`config.mk`:
```
export PLATFORM = sky130hd
export DESIGN_NAME = card_status_low_half
export DESIGN_NICKNAME = d
export VERILOG_FILES = /design/src/card_status_pkg.sv /design/src/status_shifter.sv /design/src/card_status_low_half.sv
export SDC_FILE = /design/constraint.sdc
export NUM_CORES = 1
export LEC_CHECK = 0
export CAP_MARGIN = 15
export CORE_MARGIN = 8
export CORE_UTILIZATION = 28
export CTS_CLUSTER_SIZE = 12
export DETAILED_ROUTE_END_ITERATION = 8
export DONT_BUFFER_PORTS = 1
export REMOVE_ABC_BUFFERS = 1
export SLEW_MARGIN = 20
export SYNTH_ARGS = -nofsm -noshare
export SYNTH_HDL_FRONTEND = slang
export SYNTH_SLANG_ARGS = --single-unit
```
`constraint.sdc`:
```
create_clock -name clk_i -period 2.6 [get_ports clk_i]
set_clock_uncertainty 0.05 [all_clocks]
set_input_delay 0.13 -clock clk_i [delete_from_list [all_inputs] [get_ports clk_i]]
set_output_delay 0.13 -clock clk_i [all_outputs]
set_load 0.01 [all_outputs]
```
`src/card_status_pkg.sv`:
```
// card_status_pkg: offsets, field positions and codes of the low status half
// assumes: a 32-bit register port with byte offsets and 16-bit status words
package card_status_pkg;

   // ------------------------------------------------------------------
   // register port
   // ------------------------------------------------------------------
   localparam int ADDR_W = 8;
   localparam int DATA_W = 32;
   localparam logic [7:0] REG_LIVE_OFF = 8'h00;
   localparam logic [7:0] REG_EVENT_OFF = 8'h04;
   localparam logic [7:0] REG_STATE_OFF = 8'h08;
   localparam logic [7:0] REG_RESP_OFF = 8'h0C;
   localparam logic [31:0] REG_UNMAPPED_VAL = 32'h0000_0000;

   // ------------------------------------------------------------------
   // status field positions
   // ------------------------------------------------------------------
   localparam int STS_W = 16;
   localparam int BIT_ERASE_SKIP = 15;
   localparam int BIT_ECC_BYPASS = 14;
   localparam int BIT_ERASE_ABORT = 13;
   localparam int STATE_MSB = 12;
   localparam int STATE_LSB = 9;
   localparam int BIT_READY = 8;
   localparam int BIT_EXT_EVENT = 6;
   localparam int BIT_APP = 5;
   localparam int BIT_AUTH = 3;
   localparam logic [15:0] LATCHED_MASK = 16'hA028;
   localparam logic [15:0] RESERVED_MASK = 16'h0097;
   localparam int RESP_BUSY_BIT = 16;
   localparam int RESP_IDX_LSB = 17;

   // ------------------------------------------------------------------
   // state codes and commands
   // ------------------------------------------------------------------
   localparam logic [3:0] ST_IDLE = 4'h0;
   localparam logic [3:0] ST_DIS = 4'h8;
   localparam logic [3:0] ST_IO_RSVD = 4'hF;
   localparam logic [3:0] STATE_RESET = 4'h0;
   localparam logic [5:0] CMD_APP_PREFIX = 6'h37;
   localparam int CMD_IDX_W = 6;
   localparam logic [4:0] SHIFT_COUNT = 5'h10;

endpackage

```
`src/status_shifter.sv`:
```
// status_shifter: sends a 16-bit status word msb first, one bit per tick
// assumes: ticks come from link clock edges found on the local clock
`timescale 1ns/10ps

module status_shifter (
   // clock and reset
   input wire logic clk_i,
   input wire logic rst_n_i,
   // word to send
   input wire logic load_i,
   input wire logic [15:0] data_i,
   input wire logic bit_tick_i,
   // serial side
   output logic bit_o,
   output logic busy_o,
   output logic done_o
);

   logic [15:0] shift_r;
   logic [4:0] left_r;
   logic done_r;
   wire last_tick = bit_tick_i && (left_r == 5'h01);

   always_ff @(posedge clk_i or negedge rst_n_i) begin
      if (!rst_n_i) begin
         shift_r <= 16'h0000;
         left_r <= 5'h00;
         done_r <= 1'b0;
      end else if (load_i) begin
         shift_r <= data_i;
         left_r <= card_status_pkg::SHIFT_COUNT;
         done_r <= 1'b0;
      end else if (bit_tick_i && (left_r != 5'h00)) begin
         shift_r <= {shift_r[14:0], 1'b0};
         left_r <= left_r - 5'h01;
         done_r <= last_tick;
      end else begin
         done_r <= 1'b0;
      end
   end

   assign bit_o = shift_r[15];
   assign busy_o = (left_r != 5'h00);
   assign done_o = done_r;

endmodule

```
`src/card_status_low_half.sv`:
```
// card_status_low_half: lower half of the card status word and its delivery
// assumes: command decoder and card logic on clk_i, link clock from a pin
`timescale 1ns/10ps

// Summary of operation
// - bit 15 latches when an erase skipped protected blocks or erased a protected card.
// - bit 14 is one while commands run without the internal error correction.
// - bit 13 latches when a pending erase sequence is dropped by a foreign command.
// - bits 12:9 carry the state code caught when the command arrived.
// - a state change made by a command shows only in the next command's response.
// - bit 8 follows the buffer-empty and ready indication given on the bus.
// - bit 6 is set by extension functions while an event waits, else zero.
// - bit 5 is set from the app prefix command's arrival until a response carrying it is delivered.
// - bit 3 latches when the key exchange commands come out of order.
// - bits 7, 4, 2, 1 and 0 are reserved positions.
// - the state field never shows pre-initialisation or boot states.
// - a response carries only the bits that its command may affect.
// - the state field is tied to the previous command and renewed on each valid one.
// - bits 14, 8 and 6 track the present condition and do not latch.
// - unused reserved bits read zero in every response.
module card_status_low_half (
   // clock and reset
   input wire logic clk_i,
   input wire logic rstn_i,
   // register port
   input wire logic [7:0] reg_addr_i,
   input wire logic [31:0] reg_wdata_i,
   input wire logic reg_wr_i,
   input wire logic reg_rd_i,
   output logic [31:0] reg_rdata_o,
   // command decoder
   input wire logic cmd_valid_i,
   input wire logic [5:0] cmd_index_i,
   // card condition
   input wire logic erase_skip_i,
   input wire logic erase_abort_i,
   input wire logic auth_fault_i,
   input wire logic ecc_bypass_i,
   input wire logic buf_empty_i,
   input wire logic extension_event_flag_i,
   // link
   input wire logic link_clk_i,
   output logic resp_bit_o,
   output logic resp_busy_o,
   output logic resp_done_o
);

   // ------------------------------------------------------------------
   // reset release and link clock sampling
   // ------------------------------------------------------------------
   logic [1:0] rst_sync_r;
   logic rst_n;
   logic lclk_meta_r;
   logic lclk_sync_r;
   logic lclk_prev_r;
   logic link_rise;

   always_ff @(posedge clk_i or negedge rstn_i) begin
      if (!rstn_i) begin
         rst_sync_r <= 2'b00;
      end else begin
         rst_sync_r <= {rst_sync_r[0], 1'b1};
      end
   end
   assign rst_n = rst_sync_r[1];

   always_ff @(posedge clk_i or negedge rst_n) begin
      if (!rst_n) begin
         lclk_meta_r <= 1'b0;
         lclk_sync_r <= 1'b0;
         lclk_prev_r <= 1'b0;
      end else begin
         lclk_meta_r <= link_clk_i;
         lclk_sync_r <= lclk_meta_r;
         lclk_prev_r <= lclk_sync_r;
      end
   end
   assign link_rise = lclk_sync_r && !lclk_prev_r;

   // ------------------------------------------------------------------
   // bits each command may affect
   // ------------------------------------------------------------------
   function automatic logic [15:0] cmd_mask(input logic [5:0] idx, input logic app);
      logic [15:0] m;
      m = 16'h1E00;
      case (idx)
         6'd6, 6'd12: m = m | 16'h4040;
         6'd7, 6'd13, 6'd20, 6'd24, 6'd25: m = m | 16'hE140;
         6'd16, 6'd17, 6'd18, 6'd19, 6'd22, 6'd23, 6'd26, 6'd27, 6'd32: m = m | 16'hE040;
         6'd28, 6'd29, 6'd30: m = m | 16'hE000;
         default: m = m;
      endcase
      if ((idx == card_status_pkg::CMD_APP_PREFIX) || app) begin
         m = m | 16'h0028;
      end
      return m & ~card_status_pkg::RESERVED_MASK;
   endfunction

   function automatic logic state_code_ok(input logic [3:0] code);
      return (code <= card_status_pkg::ST_DIS) || (code == card_status_pkg::ST_IO_RSVD);
   endfunction

   // ------------------------------------------------------------------
   // register decode
   // ------------------------------------------------------------------
   wire hit_live = (reg_addr_i == card_status_pkg::REG_LIVE_OFF);
   wire hit_event = (reg_addr_i == card_status_pkg::REG_EVENT_OFF);
   wire hit_state = (reg_addr_i == card_status_pkg::REG_STATE_OFF);
   wire hit_resp = (reg_addr_i == card_status_pkg::REG_RESP_OFF);
   wire event_wr = reg_wr_i && hit_event;
   wire state_wr = reg_wr_i && hit_state;
   wire [3:0] state_wdata = reg_wdata_i[3:0];

   // ------------------------------------------------------------------
   // latched flags, set wins over clear
   // ------------------------------------------------------------------
   logic skip_r;
   logic skip_nxt;
   logic abort_r;
   logic abort_nxt;
   logic auth_r;
   logic auth_nxt;
   logic app_r;
   logic app_nxt;
   logic [3:0] state_r;
   logic [3:0] state_nxt;
   logic shift_done;
   logic [15:0] sent_r;

   wire skip_set = erase_skip_i || (event_wr && reg_wdata_i[card_status_pkg::BIT_ERASE_SKIP]);
   wire abort_set = erase_abort_i || (event_wr && reg_wdata_i[card_status_pkg::BIT_ERASE_ABORT]);
   wire auth_set = auth_fault_i || (event_wr && reg_wdata_i[card_status_pkg::BIT_AUTH]);
   wire app_set = (cmd_valid_i && (cmd_index_i == card_status_pkg::CMD_APP_PREFIX))
      || (event_wr && reg_wdata_i[card_status_pkg::BIT_APP]);
   wire skip_clr = shift_done && sent_r[card_status_pkg::BIT_ERASE_SKIP];
   wire abort_clr = shift_done && sent_r[card_status_pkg::BIT_ERASE_ABORT];
   wire auth_clr = shift_done && sent_r[card_status_pkg::BIT_AUTH];
   wire app_clr = shift_done && sent_r[card_status_pkg::BIT_APP];

   assign skip_nxt = skip_set || (skip_r && !skip_clr);
   assign abort_nxt = abort_set || (abort_r && !abort_clr);
   assign auth_nxt = auth_set || (auth_r && !auth_clr);
   assign app_nxt = app_set || (app_r && !app_clr);
   // codes 9 to 14 are refused and the old state stays; code 15 is taken
   assign state_nxt = (state_wr && state_code_ok(state_wdata)) ? state_wdata : state_r;

   always_ff @(posedge clk_i or negedge rst_n) begin
      if (!rst_n) begin
         skip_r <= 1'b0;
         abort_r <= 1'b0;
         auth_r <= 1'b0;
         app_r <= 1'b0;
         state_r <= card_status_pkg::STATE_RESET;
      end else begin
         skip_r <= skip_nxt;
         abort_r <= abort_nxt;
         auth_r <= auth_nxt;
         app_r <= app_nxt;
         state_r <= state_nxt;
      end
   end

   // ------------------------------------------------------------------
   // live status word
   // ------------------------------------------------------------------
   logic [15:0] live_word;
   always_comb begin
      live_word = 16'h0000;
      live_word[card_status_pkg::BIT_ERASE_SKIP] = skip_r;
      live_word[card_status_pkg::BIT_ECC_BYPASS] = ecc_bypass_i;
      live_word[card_status_pkg::BIT_ERASE_ABORT] = abort_r;
      live_word[card_status_pkg::STATE_MSB:card_status_pkg::STATE_LSB] = state_r;
      live_word[card_status_pkg::BIT_READY] = buf_empty_i;
      live_word[card_status_pkg::BIT_EXT_EVENT] = extension_event_flag_i;
      live_word[card_status_pkg::BIT_APP] = app_r || app_set;
      live_word[card_status_pkg::BIT_AUTH] = auth_r;
   end

   // ------------------------------------------------------------------
   // response capture and delivery
   // ------------------------------------------------------------------
   typedef enum logic {RESP_IDLE, RESP_SEND} resp_st_t;
   resp_st_t resp_st_r;
   resp_st_t resp_st_nxt;
   logic [15:0] resp_r;
   logic [5:0] last_idx_r;
   logic shift_busy;
   logic shift_bit;

   // state is caught at arrival; a later state write waits for the next command
   wire [15:0] cur_mask = cmd_mask(cmd_index_i, app_r);
   wire [15:0] resp_nxt = live_word & cur_mask;

   always_comb begin
      case (resp_st_r)
         RESP_IDLE: resp_st_nxt = cmd_valid_i ? RESP_SEND : RESP_IDLE;
         RESP_SEND: resp_st_nxt = (shift_done && !cmd_valid_i) ? RESP_IDLE : RESP_SEND;
         default: resp_st_nxt = RESP_IDLE;
      endcase
   end

   always_ff @(posedge clk_i or negedge rst_n) begin
      if (!rst_n) begin
         resp_st_r <= RESP_IDLE;
         resp_r <= 16'h0000;
         sent_r <= 16'h0000;
         last_idx_r <= 6'h00;
      end else begin
         resp_st_r <= resp_st_nxt;
         if (cmd_valid_i) begin
            resp_r <= resp_nxt;
            sent_r <= resp_nxt & card_status_pkg::LATCHED_MASK;
            last_idx_r <= cmd_index_i;
         end
      end
   end

   status_shifter u_shifter (
      .clk_i(clk_i),
      .rst_n_i(rst_n),
      .load_i(cmd_valid_i),
      .data_i(resp_nxt),
      .bit_tick_i(link_rise),
      .bit_o(shift_bit),
      .busy_o(shift_busy),
      .done_o(shift_done)
   );

   assign resp_bit_o = shift_bit;
   assign resp_busy_o = shift_busy;
   assign resp_done_o = shift_done;

   // ------------------------------------------------------------------
   // register read
   // ------------------------------------------------------------------
   logic [31:0] rd_mux;
   assign rd_mux = hit_live ? {16'h0000, live_word} :
      hit_state ? {28'h000_0000, state_r} :
      hit_resp ? {9'h000, last_idx_r, shift_busy, resp_r} :
      card_status_pkg::REG_UNMAPPED_VAL;

   always_ff @(posedge clk_i or negedge rst_n) begin
      if (!rst_n) begin
         reg_rdata_o <= 32'h0000_0000;
      end else if (reg_rd_i) begin
         reg_rdata_o <= rd_mux;
      end else begin
         reg_rdata_o <= 32'h0000_0000;
      end
   end
endmodule

```
# ---- After elaboration in Yosys (flattened, before gate mapping)
# Memories as Yosys holds them, arrays and structs flattened.
# Index checks and enable logic that the tools add are counted.
dict set report op_classes {
  n_lt_le_gt_ge 1
  eq_ne 6
  add_sub_neg 1
  n_reduce_logical 38
  muxes 11
  n_bitwise 1
}
# cell count
set ops {}
lappend ops {{23-bit 2-to-1 mux} 3}
lappend ops {{16-bit 2-to-1 mux} 2}
lappend ops {{32-bit 2-to-1 mux} 1}
lappend ops {{1-bit logical AND} 19}
lappend ops {{16-bit AND} 1}
lappend ops {{8-bit by 4-bit == test with 1-bit output (second input constant)} 2}
lappend ops {{1-bit logical OR} 11}
lappend ops {{5-bit 2-to-1 mux} 2}
lappend ops {{8-bit by 3-bit == test with 1-bit output (second input constant)} 1}
lappend ops {{8-bit zero test} 1}
lappend ops {{6-bit == test (second input constant)} 1}
lappend ops {{6-bit 2-to-1 mux} 1}
lappend ops {{5-bit by 1-bit == test with 1-bit output (second input constant)} 1}
lappend ops {{1-bit zero test} 5}
lappend ops {{5-bit nonzero test} 1}
lappend ops {{5-bit by 1-bit subtractor with 5-bit output (second input constant)} 1}
lappend ops {{4-bit == test (second input constant)} 1}
lappend ops {{4-bit less-or-equal comparator (second input constant)} 1}
lappend ops {{1-bit 2-to-1 mux} 2}
lappend ops {{2-bit nonzero test} 1}
dict set report totals {
  reg_bits 93
  output_inout_bits 35
  mem_bits_ro 320
  inputBits 58
  n_memories 1
  word_cells 75
}
# name depth word_bits read_ports rd_ports_with_merged_regs write_ports line
set memory_table {}
lappend memory_table {{(name not given)} 64 5 1 0 0 card_status_low_half.sv:86} ;# case (idx)

# ---- Logic depth before layout (Yosys ltp)
# Gate-level depths: netlist of the first run.
dict set report logic_depth {
  word_depth 7
  mapped_depth 9
  mapped_depth_nobuf 6
}

# ---- By module
# From an unflattened synthesis of the first run, not the netlist that was laid out.
dict set report hier_totals {
  hier_cells 308
  area_unflattened_um2 3445.8
}
# module area_per_inst_um2 instances seq_area_each_um2 cells_per_inst
set modules_own_cells {}
lappend modules_own_cells {card_status_low_half 2312.2 1 1276.2 188}
lappend modules_own_cells {status_shifter 1133.6 1 550.5 120}

# ---- Least setup slack after synthesis of the first run
# Ideal clock, no wire load.
dict set report synth_timing {
  path_type {register to register}
  from {reg u_shifter.left_r[0]}
  to {reg u_shifter.shift_r[6]}
  path_slack_ns 0.652
  required_time_ns 2.410
  t_arrival_ns 1.758
  path_buffers 3
  path_stages_with_launch 10
  setup_ns 0.140
  synth_period_minus_slack_ns 1.948
  cell_sequence {dfrtp_1 > inv_1 > ha_1 > or4b_1 > buf_2 > and2_4 > buf_6 > buf_6 > nor3_1 > a21oi_1}
}
dict set report synth_via {
  elab_chain_len 3
}
# element line
set synth_lines {}
lappend synth_lines {{start, declared} status_shifter.sv:20} ;# logic [4:0] left_r;
lappend synth_lines {{start signal, assigned} status_shifter.sv:31} ;# left_r <= card_status_pkg::SHIFT_COUNT;
lappend synth_lines {{start signal, assigned} status_shifter.sv:35} ;# left_r <= left_r - 5'h01;
lappend synth_lines {{5-bit nonzero test} -}
lappend synth_lines {{named net resp_busy_o} card_status_low_half.sv:44} ;# output logic resp_busy_o,
lappend synth_lines {{1-bit logical AND} status_shifter.sv:33} ;# end else if (bit_tick_i && (left_r != 5'h00)) begin
lappend synth_lines {{2-bit nonzero test (no line)} -}
lappend synth_lines {{end signal, assigned} status_shifter.sv:30} ;# shift_r <= data_i;
lappend synth_lines {{end signal, assigned} status_shifter.sv:34} ;# shift_r <= {shift_r[14:0], 1'b0};
lappend synth_lines {{end, declared} status_shifter.sv:19} ;# logic [15:0] shift_r;
# The timed path passes the listed nets, and every way through them passes these cells.
# A chain may end at the register's enable or synchronous reset.

# ---- Final worst setup path of the first run
dict set report layout_timing {
  from {in reg_addr_i[6]}
  to {reg reg_rdata_o[0]}
}
dict set report layout_via {
  elab_chain_len 5
  elab_cells_between_ends 7
  cone_classes {2 x eq/ne; 4 x mux; 1 x reduce/logical}
}
# element line
set layout_lines {}
lappend layout_lines {{start, declared} card_status_low_half.sv:26} ;# input wire logic [7:0] reg_addr_i,
lappend layout_lines {{8-bit by 4-bit == test with 1-bit output} card_status_low_half.sv:109} ;# wire hit_resp = (reg_addr_i == card_status_pkg::REG_RESP_OFF);
lappend layout_lines {{23-bit 2-to-1 mux} card_status_low_half.sv:239} ;# hit_resp ? {9'h000, last_idx_r, shift_busy, resp_r} :
lappend layout_lines {{23-bit 2-to-1 mux} card_status_low_half.sv:238} ;# hit_state ? {28'h000_0000, state_r} :
lappend layout_lines {{23-bit 2-to-1 mux (*)} card_status_low_half.sv:237} ;# assign rd_mux = hit_live ? {16'h0000, live_word} :
lappend layout_lines {{32-bit 2-to-1 mux (*)} card_status_low_half.sv:245} ;# end else if (reg_rd_i) begin
lappend layout_lines {{end signal, assigned} card_status_low_half.sv:246} ;# reg_rdata_o <= rd_mux;
lappend layout_lines {{end, declared} card_status_low_half.sv:30} ;# output logic [31:0] reg_rdata_o,
# Every way passes the cells marked *; elsewhere a longest branch is shown, timed or not.

==> metrics.csv, run 1 <==
stage;metric;value;unit
global_routing;first_global_vias;2144;
timing;setup_tns;0;ns
power_and_ir_drop;cellPowerDensity;651.4;mW/mm^2
setup_path;critical_register_to_register_path_startpoint;u_shifter.left_r[0]$_DFFE_PN0P_;
routing;post_drt_via_cell_ratio;4.677;
clock_network;clockBufferDepth;2;
power_and_ir_drop;ir_drop_worst_vdd;0.0003305;V
final_layout;multi_input_comb_area;0.001106;mm^2
setup_path;critical_path.endpoint_type;flop;
logic_synthesis;synth.area.top_cells;dfrtp_1, mux2_2, o21ai_0, a22o_1, buf_4;
run_status;outcome;completed;
clock_network;htreeDepth;3;
final_layout;fillers;1099;
logic_synthesis;syn_area_per_cell;11.10;um^2
logic_synthesis;syn-cell-area;0.003032;mm^2
power_and_ir_drop;share_clk_of_total_power;41.2;%
timing;hold_viol;0;
logic_synthesis;post-synth-top-area-cell;dfrtp_1;
timing;final_min_period_over_clock_period;80.71;%
clock_network;buffer_type_at_the_clock_tree_root;clkbuf_8;
setup_path;critical_path.reg2reg.endpoint;u_shifter.shift_r[5]$_DFFE_PN0P_;
global_routing;grt_usage;10.12;%
floorplan;floorplan.rows;38;
clock_network;cts_resized;0;
worst_hold_path;holdPathStages;3;
floorplan;fp.dieW;120.1;um
power_and_ir_drop;leakagePower;1.575;nW
clock_network;ctsHoldBuffers;30;
worst_hold_path;hold_end;u_shifter.shift_r[8]$_DFFE_PN0P_;
routing;drt.antenna.violating_nets;0;
clock_network;worst_skew_pair.late_latency;0.34;ns
setup_path;cp_data_arrival_time;2.32;ns
floorplan;io-pin-count;93;
logic_synthesis;synth_cells;273;
floorplan;initial_core_utilization;28.34;%
global_routing;pin_count_of_the_biggest_net_entering_global_routing;41;
routing;detailedRoute.firstIterationViolations;136;
logic_synthesis;synth_top_area_share;57.78;%
timing;tightest_slew;0.4852;ns
run;cap_viol_max_count;0;
floorplan;fp.dieH;120.1;um
placed_design;finalWeightedCongestion;0.7181;
routing;drc;0;
logic_synthesis;postSynth.asyncResetShare;100.0;%
timing;worst_hold_slack_after_final_layout;0.01828;ns
logic_synthesis;share_of_synthesized_area_occupied_by_flip_flops_and_latches;57.78;%
routing;firstDrtPassIters;4;
final_layout;drive_gt1_share;11.97;%
clock_network;cts_post_setup_buffers_inserted;0;
global_routing;grt_antenna_before_repair;0;
setup_path;startpoint_class_of_the_critical_path;primary input;
timing;finalMaxSlewViolations;0;
clock_network;cts_tree;built;
final_layout;insertedDiodeCount;0;
final_layout;nNetsFinal;364;
power_and_ir_drop;p_sw_share;23.75;%
setup_path;timing_worst_setup_path_type;primary input to flop;
routing;detail_route.wl_per_cell;15.99;um
logic_synthesis;synthFlopType;dfrtp_1;
placed_design;place.port_buffers;0;
routing;routed_wl;7180;um
placed_design;dpl.hpwl;4782;um
power_and_ir_drop;power.net_switching;565.7;uW
setup_path;worst-r2r-cell-count;6;
timing;finalSetupViolations;0;
power_and_ir_drop;combPwrFrac;8.6;%
worst_hold_path;min-delay-path-class;primary input to flop;
logic_synthesis;synth_enable_flop_cells;0;
final_layout;combined_flip_flop_and_latch_cell_area;0.001753;mm^2
setup_path;reg2reg_slack;0.58;ns
final_layout;area.growth.synth_to_final;20.64;%
floorplan;die-area;0.01441;mm^2
routing;num_vias;2100;
global_routing;grt_overflow_total;0;
clock_network;clock-sinks;70;
timing;timing.max_slew.rel_slack;67.25;%
logic_synthesis;ys_warn_count;0;
power_and_ir_drop;register_share_of_total_power;50.2;%
logic_synthesis;most_numerous_cell_types_in_the_synthesized_netlist;dfrtp_1, nand2_1, nor2_1, o21ai_0, inv_1;
clock_network;numCtsBuffers;9;
logic_synthesis;synth.distinct_cells;45;
floorplan;core_area;0.01070;mm^2
logic_synthesis;yosys.cell_count.top_type;dfrtp_1;
global_routing;grt_first_pass_wirelength;11500;um
setup_path;crit_path_max_fanout;4;
worst_hold_path;timing.hold.worst.start;cmd_index_i[5];
timing;fmaxAchievable;476.5;MHz
timing;timing.final.crit_period;2.099;ns
power_and_ir_drop;power.internal;1.817;mW
clock_network;worst_setup_hold_path_clk_slew;0.09;ns
timing;rsz0062_at_grt;false;
setup_path;critical_path_required;2.82;ns
logic_synthesis;yosys_register_bits;70;
==> placed cells by master (no fill, tap or decap), types with 9 or more instances in the layout <==
cell type	synthesis	final
nand2_1	20	20
inv_1	15	15
nor2_1	19	19
mux2_2	9	9
dfrtp_1	70	69
a21oi_1	10	10
a22o_1	10	10
o21ai_0	19	19
clkbuf_8	0	10
nand3_1	11	11
conb_1	2	12
dlygate4sd3_1	0	29
==> power groups by stage <==
stage,Clock [mW],Combinational (mW),Sequential [mW]
final,0.982,0.206,1.19
after global routing,1.06,0.236,1.20
after CTS,1.01,0.209,1.19
after detailed placement,0,0.164,1.22
after global placement,0,0.158,1.21
after floorplan,0,0.124,1.21
==> metal layers <==
metal	vias up	track usage (%)	share of wire [%]	routed length, um
li1	987	-	-	-
met1	1040	11.94	42	3038
met2	67	16.07	48	3481
met3	6	4.791	8.5	607
met4	0	3.044	0.74	53
met5	-	0	0	0
==> kinds of logic after synthesis <==
logic type,synth area share [%]
buf+inv,6.974
other cells,0.2477
simple gates,14.24
mux,5.654
flops,57.78
xor+xnor,1.156
fa+ha+maj,0.8253
compound gates,13.12
==> per-stage QoR <==
step	utilization, %	cell area (um^2)	worst slack [ns]	power, mW	std cells
floorplan	-	2918	0.4564	1.338	259
global placement	29.20	3124	0.5899	1.372	403
detailed placement	29.20	3124	0.5804	1.380	403
CTS	34.19	3657	0.5053	2.413	449
global route	34.19	3657	0.4129	2.496	449
finish	34.19	3657	0.5015	2.382	449
==> final cells by class <==
cell class,count,area share (%)
clock buffer,11,3.866
clock inverter,5,2.224
inverter,16,1.642
multi-input combinational,173,30.24
sequential,70,47.93
tap,140,4.790
timing repair buffer,34,9.305
==> critical path, stage by stage <==
cell	delay, ns
dlygate4sd3_1	0.54
nor4_2	0.25
dlygate4sd3_1	0.61
nand3_1	0.07
dlygate4sd3_1	0.61
nor2_1	0.11
==> flip-flops by register name, indices dropped and copies added (netlist names), 2 cells and up <==
signal,count
rst_sync_r,2
state_r,4
last_idx_r,6
resp_r,7
u_shifter.shift_r,13
u_shifter.left_r,5
reg_rdata_o,21
sent_r,4
==> worst max-delay path by stage <==
stage	start	endpoint
2_1_floorplan	rst_sync_r[1]$_DFF_PN0_	abort_r$_DFF_PN0_
3_3_place_gp	u_shifter.left_r[0]$_DFFE_PN0P_	u_shifter.shift_r[8]$_DFFE_PN0P_
3_5_place_dp	u_shifter.left_r[0]$_DFFE_PN0P_	u_shifter.shift_r[11]$_DFFE_PN0P_
4_1_cts	reg_addr_i[6]	reg_rdata_o[0]$_DFF_PN0_
5_1_grt	reg_addr_i[6]	reg_rdata_o[0]$_DFF_PN0_
6_report	reg_addr_i[6]	reg_rdata_o[0]$_DFF_PN0_
No activity file was read; power rests on OpenSTA's default activity.
==> run 2, diff against run 1 <==
- clock period: 2.6 -> 2.1 ns (I/O delays scaled with it)
==> run 2 against run 1 <==
Compared with the run above: sequential share of layout area shrank 0.45 points; total power increased by 19%; critical path depth is 1 higher; combinational power rose by 29%; highest routed layer unchanged.
==> metrics.csv, run 2 (same netlist as run 1, synthesis figures left out) <==
stage;metric;value;unit;change
power_and_ir_drop;combPwrFrac;9.4;%;+0.8 points
clock_network;cts_tree;built;;
setup_path;timing.critical_path.from;cmd_valid_i;;
setup_path;critical-path-top-delay-family;buffers and inverters;;
clock_network;htreeDepth;3;;unchanged
power_and_ir_drop;p_sw_share;25.63;%;+1.9 points
setup_path;timing_worst_setup_path_type;primary input to flop;;
routing;routed_wl;7034;um;-2.0%
routing;drt.antenna.violating_nets;0;;unchanged
final_layout;layout.cells.most_common_list;dfrtp_1, dlygate4sd3_1, nand2_1;;
global_routing;pin_count_of_the_biggest_net_entering_global_routing;43;;+4.9%
timing;timing.max_slew.rel_slack;64.02;%;-3.2 points
routing;detailedRoute.firstIterationViolations;163;;+20%
timing;tightest_slew;0.5330;ns;+0.04779 ns
setup_path;path_depth;7;;+1
setup_path;critical_path.endpoint_type;flop;;
run_status;outcome;completed;;
routing;detail_route.wl_per_cell;15.49;um;-3.1%
routing;firstDrtPassIters;4;;unchanged
global_routing;global_route.peak_usage_layer;met2;;
floorplan;fp.dieH;120.1;um;unchanged
setup_path;worst-r2r-cell-count;6;;unchanged
routing;drc;0;;unchanged
final_layout;insertedDiodeCount;0;;unchanged
power_and_ir_drop;ir_drop_worst_vdd;0.0002600;V;-21%
setup_path;crit_top_cell;dlygate4sd3_1;;
placed_design;dpl.hpwl;4785;um;about the same
setup_path;reg2reg_slack;0.24;ns;-0.34 ns
setup_path;critical_register_to_register_path_startpoint;u_shifter.left_r[0]$_DFFE_PN0P_;;
run;cap_viol_max_count;0;;unchanged
clock_network;clockBufferDepth;2;;unchanged
placed_design;place.port_buffers;0;;unchanged
timing;timing.final.crit_period;2.003;ns;
floorplan;initial_core_utilization;28.34;%;unchanged
clock_network;numCtsBuffers;9;;unchanged
final_layout;nNetsFinal;369;;+1.4%
setup_path;crit_path_max_fanout;42;;+38
timing;finalMaxSlewViolations;0;;unchanged
routing;post_drt_via_cell_ratio;4.659;;-0.39%
placed_design;dpl-instance-area;0.003152;mm^2;+0.88%
setup_path;critical_path.max_stage_delay;0.59;ns;-0.02 ns
power_and_ir_drop;leakagePower;1.587;nW;+0.77%
setup_path;critical_path.reg2reg.endpoint;u_shifter.shift_r[8]$_DFFE_PN0P_;;
setup_path;critical_path_required;2.34;ns;-0.48 ns
setup_path;crit_buf_inv;4;;+1
setup_path;cp_data_arrival_time;2.24;ns;-0.08 ns
placed_design;finalWeightedCongestion;0.7329;;+2.1%
timing;hold_viol;0;;unchanged
clock_network;buffer_type_at_the_clock_tree_root;clkbuf_8;;
global_routing;grt_antenna_before_repair;0;;unchanged
floorplan;fp.dieW;120.1;um;unchanged
global_routing;grt_first_pass_wirelength;11690;um;+1.6%
floorplan;floorplan.rows;38;;unchanged
final_layout;drive_gt1_share;13.06;%;+1.1 points
floorplan;io-pin-count;93;;unchanged
floorplan;core_area;0.01070;mm^2;unchanged
global_routing;grt_use_met1;12.29;%;+0.36 points
timing;finalSetupViolations;0;;unchanged
final_layout;commonest_non_fill_non_tap_cell_in_the_layout;dfrtp_1;;
final_layout;max_flop_register;reg_rdata_o;;
global_routing;first_global_vias;2142;;-0.093%
routing;num_vias;2115;;+0.71%
floorplan;die-area;0.01441;mm^2;unchanged
global_routing;grt_usage;10.27;%;+0.14 points
power_and_ir_drop;power.internal;2.102;mW;+16%
timing;fmaxAchievable;499.3;MHz;
power_and_ir_drop;total_power;2.827;mW;+19%
setup_path;worstPathCellList;dlygate4sd3_1 -> buf_12 -> clkinvlp_4 -> o32ai_2 -> nand3_1 -> o21ai_0 -> dlygate4sd3_1;;
placed_design;post-place-ws;0.2419;ns;-0.3385 ns
global_routing;met2_usage_in_global_routing;15.75;%;-0.31 points
power_and_ir_drop;share_clk_of_total_power;38.2;%;-3.0 points
clock_network;clock-sinks;70;;unchanged
timing;setup_ws_final;0.09709;ns;-0.4044 ns
clock_network;worst_skew_pair.late_latency;0.35;ns;about the same
timing;rsz0062_at_grt;false;;
final_layout;area.growth.synth_to_final;21.79;%;
placed_design;count_of_placed_standard_cells_including_taps;405;;+0.50%
global_routing;grt_overflow_total;0;;unchanged
setup_path;end_of_the_critical_path;resp_r[14]$_DFFE_PN0P_;;
timing;worst_hold_slack_after_final_layout;0.02922;ns;+0.01094 ns
final_layout;max_ffs_per_register;21;;unchanged
worst_hold_path;holdPathStages;3;;unchanged
power_and_ir_drop;cellPowerDensity;765.7;mW/mm^2;+18%
clock_network;cts_post_setup_buffers_inserted;0;;unchanged
power_and_ir_drop;power.net_switching;724.7;uW;+28%
clock_network;worst_setup_hold_path_clk_slew;0.09;ns;about the same
final_layout;layout_top_registers;reg_rdata_o (21), u_shifter.shift_r (13), resp_r (7);;
global_routing;globalRouteMet3Util;5.073;%;+0.28 points
setup_path;slowest_stage;dlygate4sd3_1;;
worst_hold_path;min-delay-path-class;primary input to flop;;
final_layout;instances_no_fill;454;;+1.1%
final_layout;fillers;1097;;-0.18%
final_layout;layout.cell_area.non_filler;0.003692;mm^2;+0.96%
timing;final_min_period_over_clock_period;95.38;%;
power_and_ir_drop;register_share_of_total_power;52.4;%;+2.2 points
setup_path;startpoint_class_of_the_critical_path;primary input;;
-- run 2: layer usage --
metal / part of all wire (%) / vias up
li1: - / 1001
met1: 43 / 1048
met2: 47 / 56
met3: 8.4 / 10
met4: 1.5 / 0
met5: 0 / -
-- run 2: final cells by class --
type / instances / area, um^2 / share of cell area (%)
flip-flops and latches: 70 / 1753 / 47.48
multi-input cells: 173 / 1106 / 29.96
repair buffers: 39 / 397.9 / 10.78
well taps: 140 / 175.2 / 4.744
clock buffers: 9 / 123.9 / 3.355
clock inverters: 7 / 72.57 / 1.965
inverters: 16 / 63.81 / 1.728
-- run 2: how the worst min path moves through the flow --
stage                              start  slack (ns)                                 to
after global routing      cmd_index_i[1]        0.04  u_shifter.shift_r[15]$_DFFE_PN0P_
final                     cmd_index_i[1]        0.03  u_shifter.shift_r[15]$_DFFE_PN0P_
after global placement            rstn_i       -0.24            rst_sync_r[0]$_DFF_PN0_
after floorplan                   rstn_i       -0.24            rst_sync_r[0]$_DFF_PN0_
after detailed placement          rstn_i       -0.24            rst_sync_r[0]$_DFF_PN0_
after CTS                 cmd_index_i[1]       0.004  u_shifter.shift_r[15]$_DFFE_PN0P_
-- run 2: power by group through the flow --
stage | clock (mW) | combinational, mW | sequential [mW]
2_1_floorplan | 0 | 0.153 | 1.50
4_1_cts | 1.12 | 0.268 | 1.48
6_report | 1.08 | 0.265 | 1.48
3_5_place_dp | 0 | 0.208 | 1.51
3_3_place_gp | 0 | 0.202 | 1.50
5_1_grt | 1.19 | 0.303 | 1.49
-- run 2: worst register-to-register path, cell delays in order, from the launching register on --
cell and delay [ns]:
dfrtp_1 0.43, inv_1 0.07, ha_1 0.17, or4b_1 0.49, and2_4 0.24, mux2i_1 0.18, o21ai_0 0.10
-- run 2: per-stage QoR --
step                      TNS, ns  util, %
final                           0    34.51
after global routing            0    34.51
after CTS                       0    34.48
after detailed placement        0    29.46
after global placement          0    29.46
after floorplan            -2.967        -
-- run 2: repair_timing --
item | 4_1_cts | 5_1_grt
hold buffers | 33 | 0
gates resized for setup | 0 | 1
hold endpoints to repair | 54 | 0
endpoints found under the setup margin | 0 | 1
